==> config.mk <==
export PLATFORM = sky130hd
export DESIGN_NAME = lpi_cmd
export DESIGN_NICKNAME = d
export VERILOG_FILES = /design/src/rtl/lpi_pkg.sv /design/src/rtl/lpi_sync.sv /design/src/rtl/lpi_blink.sv /design/src/rtl/lpi_cmd.sv
export SDC_FILE = /design/constraint.sdc
export NUM_CORES = 1
export LEC_CHECK = 0
export ABC_AREA = 0
export BUFFER_PORTS_ARGS = -buffer_cell sky130_fd_sc_hd__buf_2
export CORE_AREA = 3 3 82 84
export CTS_BUF_LIST = sky130_fd_sc_hd__clkbuf_4
export CTS_CLUSTER_SIZE = 30
export DETAILED_ROUTE_END_ITERATION = 10
export DIE_AREA = 0 0 85 87
export PLACE_DENSITY = 0.79
export SYNTH_ARGS = -nofsm -noshare
export SYNTH_HDL_FRONTEND = slang
export SYNTH_SLANG_ARGS = --single-unit
==> constraint.sdc <==
create_clock -name sys_clk -period 4.04 [get_ports sys_clk]
set_input_delay 0.404 -clock sys_clk [delete_from_list [all_inputs] [get_ports sys_clk]]
set_output_delay 0.404 -clock sys_clk [all_outputs]
set_load 0.03 [all_outputs]
==> src/rtl/lpi_pkg.sv <==
// Purpose: shared constants and types for the lcd power/indicator command decoder
// Assumes: command bytes arrive as one-cycle strobes on the system clock
// Notes:   codes below are the command byte encodings
package lpi_pkg;

    // ****************************************
    // command encodings
    // ****************************************
    localparam logic [4:0] RATIO_PREFIX   = 5'h04;
    localparam logic [7:0] VOLUME_MODE    = 8'h81;
    localparam logic [6:0] INDICATOR_PFX  = 7'h56;
    localparam logic [7:0] NO_OP          = 8'hE3;
    localparam logic [7:0] SOFT_RESET     = 8'hE2;
    localparam logic [7:0] RMW_ENTER      = 8'hE0;
    localparam logic [7:0] RMW_END        = 8'hEE;
    localparam logic [3:0] TEST_PFX       = 4'hF;
    localparam logic [6:0] DISPLAY_ONOFF  = 7'h57;
    localparam logic [6:0] ALL_POINTS     = 7'h52;

    // ****************************************
    // reset values
    // ****************************************
    localparam logic [2:0] RATIO_RESET    = 3'h0;
    localparam logic [5:0] VOLUME_RESET   = 6'h00;
    localparam logic [1:0] IND_RESET      = 2'h0;
    localparam int         VOLUME_LEVELS  = 64;

    // ****************************************
    // blink timing
    // ****************************************
    localparam int         CLK_MHZ        = 200;
    localparam int         SLOW_MS        = 1000;
    localparam int         FAST_MS        = 500;
    localparam int         SLOW_CYCLES    = SLOW_MS * 1000 * CLK_MHZ;
    localparam int         FAST_CYCLES    = FAST_MS * 1000 * CLK_MHZ;

    // ****************************************
    // types
    // ****************************************
    typedef enum logic [1:0] {
        IND_OFF, IND_BLINK_SLOW, IND_BLINK_FAST, IND_STEADY
    } lpi_ind_e;

    typedef struct packed {
        logic       dc;
        logic [7:0] data;
    } lpi_byte_s;

    typedef struct packed {
        logic osc_run;
        logic supply_run;
        logic duty_drive_run;
        logic static_run;
        logic outputs_at_vdd;
    } lpi_power_s;

endpackage : lpi_pkg

==> src/rtl/lpi_sync.sv <==
// Purpose: two-flop synchroniser for pin-level inputs
// Assumes: single clock domain on the far side
// Notes:   first stage is read only by the second
module lpi_sync #(
    parameter int WIDTH = 1
) (
    // clocking
    input  wire logic             sys_clk,
    input  wire logic             rst,
    // data
    input  wire logic [WIDTH-1:0] async_in,
    output logic      [WIDTH-1:0] sync_out
);
    logic [WIDTH-1:0] meta_q;

    always_ff @(posedge sys_clk) begin
        if (rst) begin
            meta_q   <= '0;
            sync_out <= '0;
        end else begin
            meta_q   <= async_in;
            sync_out <= meta_q;
        end
    end

endmodule : lpi_sync

==> src/rtl/lpi_blink.sv <==
// Purpose: indicator blink generator for the static indicator pin
// Assumes: periods given in sys_clk cycles
// Notes:   counters freeze with the clock enable
module lpi_blink #(
    parameter int SLOW_PERIOD = lpi_pkg::SLOW_CYCLES,
    parameter int FAST_PERIOD = lpi_pkg::FAST_CYCLES
) (
    // clocking
    input  wire logic       sys_clk,
    input  wire logic       rst,
    input  wire logic       clk_en,
    // control
    input  wire logic       run,
    input  wire logic [1:0] mode,
    output logic            lit
);
    // below two cycles a half period would round to zero and the pin would toggle every cycle
    if (SLOW_PERIOD < 2 || FAST_PERIOD < 2) begin : g_bad_period
        $error("blink periods must be at least two cycles");
    end

    logic [31:0] cnt_q;
    logic        phase_q;
    logic [31:0] limit;

    assign limit = (mode == 2'(lpi_pkg::IND_BLINK_FAST)) ? 32'(FAST_PERIOD / 2)
                                                        : 32'(SLOW_PERIOD / 2);

    // ****************************************
    // half-period counter
    // ****************************************
    always_ff @(posedge sys_clk) begin
        if (rst) begin
            cnt_q   <= 32'h0000_0000;
            phase_q <= 1'b1;
        end else if (clk_en) begin
            if (!run) begin
                cnt_q   <= 32'h0000_0000;
                phase_q <= 1'b1;
            end else if (cnt_q + 32'h0000_0001 >= limit) begin
                cnt_q   <= 32'h0000_0000;
                phase_q <= ~phase_q;
            end else begin
                cnt_q <= cnt_q + 32'h0000_0001;
            end
        end
    end

    // ****************************************
    // output
    // ****************************************
    always_ff @(posedge sys_clk) begin
        if (rst) begin
            lit <= 1'b0;
        end else if (clk_en) begin
            case (mode)
                2'(lpi_pkg::IND_OFF):    lit <= 1'b0;
                2'(lpi_pkg::IND_STEADY): lit <= run;
                default:                 lit <= run & phase_q;
            endcase
        end
    end

endmodule : lpi_blink

==> src/rtl/lpi_cmd.sv <==
// Purpose: command decoder for regulator ratio, volume, indicator and power save
// Assumes: cmd_valid is a one-cycle strobe from logic on sys_clk
// Notes:   hw_reset_pin is a pin and is synchronised before use
module lpi_cmd #(
    parameter int SLOW_PERIOD = lpi_pkg::SLOW_CYCLES,
    parameter int FAST_PERIOD = lpi_pkg::FAST_CYCLES
) (
    // clocking
    input  wire logic                sys_clk,
    input  wire logic                rst,
    input  wire logic                clk_en,
    // host byte strobe
    input  wire logic                cmd_valid,
    input  wire lpi_pkg::lpi_byte_s  cmd_in,
    // pins
    input  wire logic                hw_reset_pin_n,
    output logic                     display_blank_out_n,
    output logic                     indicator_drive_pin,
    // settings
    output logic [2:0]               regulator_resistor_ratio,
    output logic [5:0]               volume_level,
    output logic [1:0]               indicator_state,
    output logic                     display_on,
    output logic                     all_points_on,
    output logic                     rmw_mode,
    output logic                     test_mode,
    // power state
    output logic                     sleep_mode,
    output logic                     standby_mode,
    output lpi_pkg::lpi_power_s      power
);
    typedef enum logic [1:0] {
        ST_IDLE, ST_VOL_DATA, ST_IND_DATA
    } lpi_dec_e;

    lpi_dec_e   state_q;
    logic       pin_rst;
    logic       zap;
    logic       cmd;
    logic [7:0] b;
    logic       is_soft_rst;
    logic       power_save;

    // ****************************************
    // pin reset synchroniser
    // ****************************************
    lpi_sync #(.WIDTH(1)) u_rst_sync (
        .sys_clk  (sys_clk),
        .rst      (rst),
        .async_in (~hw_reset_pin_n),
        .sync_out (pin_rst)
    );

    assign zap         = rst | pin_rst;
    assign cmd         = cmd_valid & ~cmd_in.dc;
    assign b           = cmd_in.data;
    assign is_soft_rst = cmd & (state_q == ST_IDLE) & (b == lpi_pkg::SOFT_RESET);

    // ****************************************
    // multi-byte sequencer
    // ****************************************
    always_ff @(posedge sys_clk) begin
        if (zap) begin
            state_q <= ST_IDLE;
        end else if (clk_en && cmd) begin
            case (state_q)
                ST_IDLE: begin
                    if (b == lpi_pkg::VOLUME_MODE) begin
                        state_q <= ST_VOL_DATA;
                    end else if (b == {lpi_pkg::INDICATOR_PFX, 1'b1}) begin
                        state_q <= ST_IND_DATA;
                    end
                end
                ST_VOL_DATA: state_q <= ST_IDLE;
                ST_IND_DATA: state_q <= ST_IDLE;
                default:     state_q <= ST_IDLE;
            endcase
        end
    end

    // ****************************************
    // regulator ratio and volume
    // ****************************************
    always_ff @(posedge sys_clk) begin
        if (zap) begin
            regulator_resistor_ratio <= lpi_pkg::RATIO_RESET;
            volume_level             <= lpi_pkg::VOLUME_RESET;
        end else if (clk_en && cmd) begin
            if (state_q == ST_VOL_DATA) begin
                volume_level <= b[5:0];
            end else if (state_q == ST_IDLE) begin
                if (b[7:3] == lpi_pkg::RATIO_PREFIX) begin
                    regulator_resistor_ratio <= b[2:0];
                end else if (b == lpi_pkg::SOFT_RESET) begin
                    regulator_resistor_ratio <= lpi_pkg::RATIO_RESET;
                    volume_level             <= lpi_pkg::VOLUME_RESET;
                end
            end
        end
    end

    // ****************************************
    // static indicator
    // ****************************************
    always_ff @(posedge sys_clk) begin
        if (zap) begin
            indicator_state <= lpi_pkg::IND_RESET;
        end else if (clk_en && cmd) begin
            // only the indicator bytes and reset touch this
            if (state_q == ST_IND_DATA) begin
                indicator_state <= b[1:0];
            end else if (state_q == ST_IDLE) begin
                if (b == {lpi_pkg::INDICATOR_PFX, 1'b0}) begin
                    indicator_state <= lpi_pkg::IND_RESET;
                end else if (b == lpi_pkg::SOFT_RESET) begin
                    indicator_state <= lpi_pkg::IND_RESET;
                end
            end
        end
    end

    // ****************************************
    // display flags, rmw and test
    // ****************************************
    always_ff @(posedge sys_clk) begin
        if (zap) begin
            display_on    <= 1'b0;
            all_points_on <= 1'b0;
            rmw_mode      <= 1'b0;
            test_mode     <= 1'b0;
        end else if (clk_en && cmd && state_q == ST_IDLE) begin
            if (b[7:1] == lpi_pkg::DISPLAY_ONOFF) begin
                display_on <= b[0];
            end else if (b[7:1] == lpi_pkg::ALL_POINTS) begin
                all_points_on <= b[0];
            end else if (b == lpi_pkg::RMW_ENTER) begin
                rmw_mode <= 1'b1;
            end else if (b == lpi_pkg::RMW_END) begin
                rmw_mode <= 1'b0;
            end else if (b == lpi_pkg::SOFT_RESET) begin
                rmw_mode  <= 1'b0;
                test_mode <= 1'b0;
            end else if (b == lpi_pkg::NO_OP) begin
                test_mode <= 1'b0;
            end else if (b[7:4] == lpi_pkg::TEST_PFX) begin
                test_mode <= 1'b1;
            end
        end
    end

    // ****************************************
    // power save
    // ****************************************
    // settings registers are never cleared here, so state survives power save
    assign power_save = all_points_on & ~display_on;

    always_ff @(posedge sys_clk) begin
        if (zap) begin
            sleep_mode   <= 1'b0;
            standby_mode <= 1'b0;
        end else if (clk_en) begin
            if (!power_save) begin
                sleep_mode   <= 1'b0;
                standby_mode <= 1'b0;
            end else if (!sleep_mode && !standby_mode) begin
                // indicator decides sleep or standby at entry
                sleep_mode   <= (indicator_state == lpi_pkg::IND_RESET);
                standby_mode <= (indicator_state != lpi_pkg::IND_RESET);
            end else if (standby_mode && is_soft_rst) begin
                standby_mode <= 1'b0;
                sleep_mode   <= 1'b1;
            end
        end
    end

    always_ff @(posedge sys_clk) begin
        if (zap) begin
            display_blank_out_n <= 1'b1;
        end else if (clk_en) begin
            display_blank_out_n <= ~(sleep_mode | standby_mode);
        end
    end

    // sleep stops everything; standby keeps oscillator and static drive
    always_comb begin
        power.osc_run        = ~sleep_mode;
        power.supply_run     = ~(sleep_mode | standby_mode);
        power.duty_drive_run = ~(sleep_mode | standby_mode);
        power.static_run     = ~sleep_mode;
        power.outputs_at_vdd = sleep_mode | standby_mode;
    end

    // ****************************************
    // indicator pin drive
    // ****************************************
    lpi_blink #(
        .SLOW_PERIOD (SLOW_PERIOD),
        .FAST_PERIOD (FAST_PERIOD)
    ) u_blink (
        .sys_clk (sys_clk),
        .rst     (zap),
        .clk_en  (clk_en),
        .run     (~sleep_mode),
        .mode    (indicator_state),
        .lit     (indicator_drive_pin)
    );

endmodule : lpi_cmd

==> metrics.cfg <==
[grt]
grt_pass1_vias=3286
grt_usage=0.244
grt_max_degree=54
gr-total-overflow=0
antenna_found_initial=0
grt_pass1_wl_um=15000

[floorplanning]
dieArea_um2=7400
num_io_pins=38
die_h_um=87
std_cell_rows=28
coreArea_um2=5990
die_w_um=85
start_util=0.598

[timing]
post-route-period-util=0.962
worst_pin_slew_ns=0.993
maxSlewViolCount=0
fin_tns_setup_ns=0
setup_violations=0
rsz0062_at_grt=false
slew_headroom=0.338
fin_ws_ns=0.154
fmax_ghz=0.257
skew_ns=0.0213
fin_crit_ns=3.89
hold_viol_final=0

[critical_path]
worstPathRequired_ns=4.37
crit_chain=nand3_1 > or4_1 > or2_2 > nor2_1 > nand3_1 > xnor2_1 > ha_1 > a21oi_1 > nor2b_1 > o21ai_0 > nand2b_1 > a311o_1 > a21oi_2 > buf_4 > nand3_1 > a21oi_1
critPathBufInv=1
r2r_start=u_blink.cnt_q[3]$_SDFFE_PP0P_
reg2reg_to=u_blink.cnt_q[25]$_SDFFE_PP0P_
cpMaxStageDelayCell=or4_1
cp_data_arrival_time_ns=4.22
start_kind=register
worstSetupPathType=register to register
worstPathMaxFanout=23
endpoint_kind=register
reg2reg_depth=16
cpLargestDelayFamily=simple AND/OR/NAND/NOR gates
cp_common_cell=nand3_1
ff2ff_setup_slack_ns=0.15
cp_slowest_stage_delay_ns=0.55

[cts]
cts_buffer_depth=2
cts_sinks=56
numCtsBuffers=5
cts_resized=0
cts-root-buf=clkbuf_4
h-tree-depth=2
clk_pin_slew_worst_paths_ns=0.16
clk_latency_ns=0.42
postCtsSetupBuffers=0
holdBufCountCts=0
cts_tree=built

[flow_run]
cap_violations=0

[power]
p_comb_frac=0.081
p_leak_nw=1.42
peakVddDrop_uv=191
clockPowerShare=0.298
cellPowerDensity_nw_per_um2=235
swShare=0.283
p_switching_mw=0.255
cellInternalPower_mw=0.646
sequentialPowerShare=0.621

[cells_and_area]
register_area_um2=1120
diodes=0
final_area_um2=3830
fillers=532
nNetsFinal=521
final_common_cell=dfxtp_1
drive_gt1_frac=0.138
final_cell_mix=dfxtp_1, nand2_1, nor2_1
syn_to_final_growth_pct=6.81
multi_input_comb_area_um2=2250

[place]
hpwl_um=6160
place.gp.congestion=0.953
io_buffers=37
placed_area_um2=3760
dp_slack_ns=0.162

[synthesis]
synthFlopType=dfxtp_1
synth-seq-cells=56
ys_types=54
avgSynthCellArea_um2=7.48
synth_fp_nets=507
syn_area_um2=3580
synthCells=479
synth_edf_count=0
async_flop_share=0
ys_seq_area_frac=0.313
yosysWarnings=0

[drt]
drtIter0Drc=278
wire_per_inst_um=15.5
drc_errors=0
wl_um=8800
viasPerCell=6.27
firstDrtPassIters=4
vias=3567
ant_nets=0

[hold_path]
min_path_cells=2
hold_class=input port to register
holdCritStartpoint=hw_reset_pin_n
whs_endpoint=u_rst_sync.meta_q$_SDFF_PP0_

[run_status]
status=finished, final reports clean

power groups by stage:
stage / clock, mW / combinational, mW / sequential [mW]
after detailed placement: 0 / 0.0725 / 0.571
after global routing: 0.290 / 0.0804 / 0.561
final: 0.268 / 0.0727 / 0.560
after global placement: 0 / 0.0714 / 0.571
after floorplan: 0 / 0.0511 / 0.572
after CTS: 0.271 / 0.0727 / 0.560
how the worst max path moves through the flow:
stage,startpoint,end,depth (start not counted)
2_1_floorplan,u_blink.cnt_q[3]$_SDFFE_PP0P_,u_blink.cnt_q[21]$_SDFFE_PP0P_,14
3_3_place_gp,u_blink.cnt_q[6]$_SDFFE_PP0P_,u_blink.cnt_q[21]$_SDFFE_PP0P_,15
3_5_place_dp,u_blink.cnt_q[6]$_SDFFE_PP0P_,u_blink.cnt_q[21]$_SDFFE_PP0P_,15
4_1_cts,u_blink.cnt_q[6]$_SDFFE_PP0P_,u_blink.cnt_q[21]$_SDFFE_PP0P_,15
5_1_grt,u_blink.cnt_q[0]$_SDFFE_PP0P_,u_blink.cnt_q[2]$_SDFFE_PP0P_,15
6_report,u_blink.cnt_q[3]$_SDFFE_PP0P_,u_blink.cnt_q[25]$_SDFFE_PP0P_,16
cell type report:
cell class,count,share of cell area
clock buffer,5,0.00980
clock inverter,3,0.00588
inverter,13,0.0127
multi-input combinational,371,0.588
sequential,56,0.293
tap,75,0.0245
timing repair buffer,46,0.0660
stage by stage:
step | total power, mW | util | std cells | hold WS, ns
floorplan | 0.623 | - | 479 | 0.414
finish | 0.901 | 0.639 | 569 | 0.128
global route | 0.931 | 0.639 | 569 | 0.131
detailed placement | 0.644 | 0.628 | 561 | 0.431
global placement | 0.643 | 0.628 | 561 | 0.430
CTS | 0.904 | 0.638 | 569 | 0.126
sequential cells by signal, summed over array words and instances (netlist names):
name / cells
all_points_on: 1
display_blank_out_n: 1
display_on: 1
indicator_state: 2
regulator_resistor_ratio: 3
rmw_mode: 1
sleep_mode: 1
standby_mode: 1
state_q: 2
test_mode: 1
u_blink.cnt_q: 32
u_blink.lit: 1
u_blink.phase_q: 1
u_rst_sync.meta_q: 1
u_rst_sync.sync_out: 1
volume_level: 6
cell usage after synthesis (2+ instances only):
master | count | area share
or2_2 | 3 | 0.0052
nor4_1 | 13 | 0.023
nand3_1 | 38 | 0.053
nor4b_1 | 4 | 0.0098
nand2b_1 | 5 | 0.0087
a311o_1 | 2 | 0.0056
a22oi_1 | 7 | 0.015
dfxtp_1 | 56 | 0.31
or3_1 | 6 | 0.010
nor3_1 | 20 | 0.028
clkbuf_1 | 29 | 0.030
or4_1 | 2 | 0.0042
and4_1 | 4 | 0.0098
a21o_1 | 2 | 0.0042
xor2_1 | 8 | 0.020
nor2b_1 | 9 | 0.016
xnor2_1 | 9 | 0.022
buf_4 | 3 | 0.0063
nand2_1 | 52 | 0.054
mux2i_1 | 6 | 0.017
inv_1 | 12 | 0.013
nor2_1 | 41 | 0.043
a211oi_1 | 3 | 0.0063
nand3b_1 | 2 | 0.0042
a21oi_1 | 23 | 0.032
nor3b_1 | 3 | 0.0063
nand4_1 | 16 | 0.028
and2_1 | 4 | 0.0070
or4_4 | 2 | 0.0063
o21ai_0 | 25 | 0.035
and3_1 | 16 | 0.028
buf_2 | 4 | 0.0056
a31oi_1 | 12 | 0.021
a32oi_1 | 3 | 0.0073
ha_1 | 14 | 0.049
nand4b_1 | 3 | 0.0073
logic make-up (layout without fill, tap and decap cells):
logic type               Yosys count  in the layout  synth area share
AND/OR/NAND/NOR                  248            248             0.371
AO/OA/AOI/OAI                     85             85             0.145
flip-flops                        56             56             0.313
buffers and inverters             52             67            0.0614
XOR/XNOR                          17             17            0.0415
adder cells (fa/ha/maj)           14             14            0.0489
multiplexers                       7              7            0.0199
per-layer routing:
| layer | track usage | wire length (um) |
|---|---|---|
| met5 | 0 | 0 |
| met1 | 0.327 | 3980 |
| met4 | 0.0878 | 140 |
| met3 | 0.0369 | 592 |
| met2 | 0.399 | 4090 |
Power figures use the tool's default switching activity.
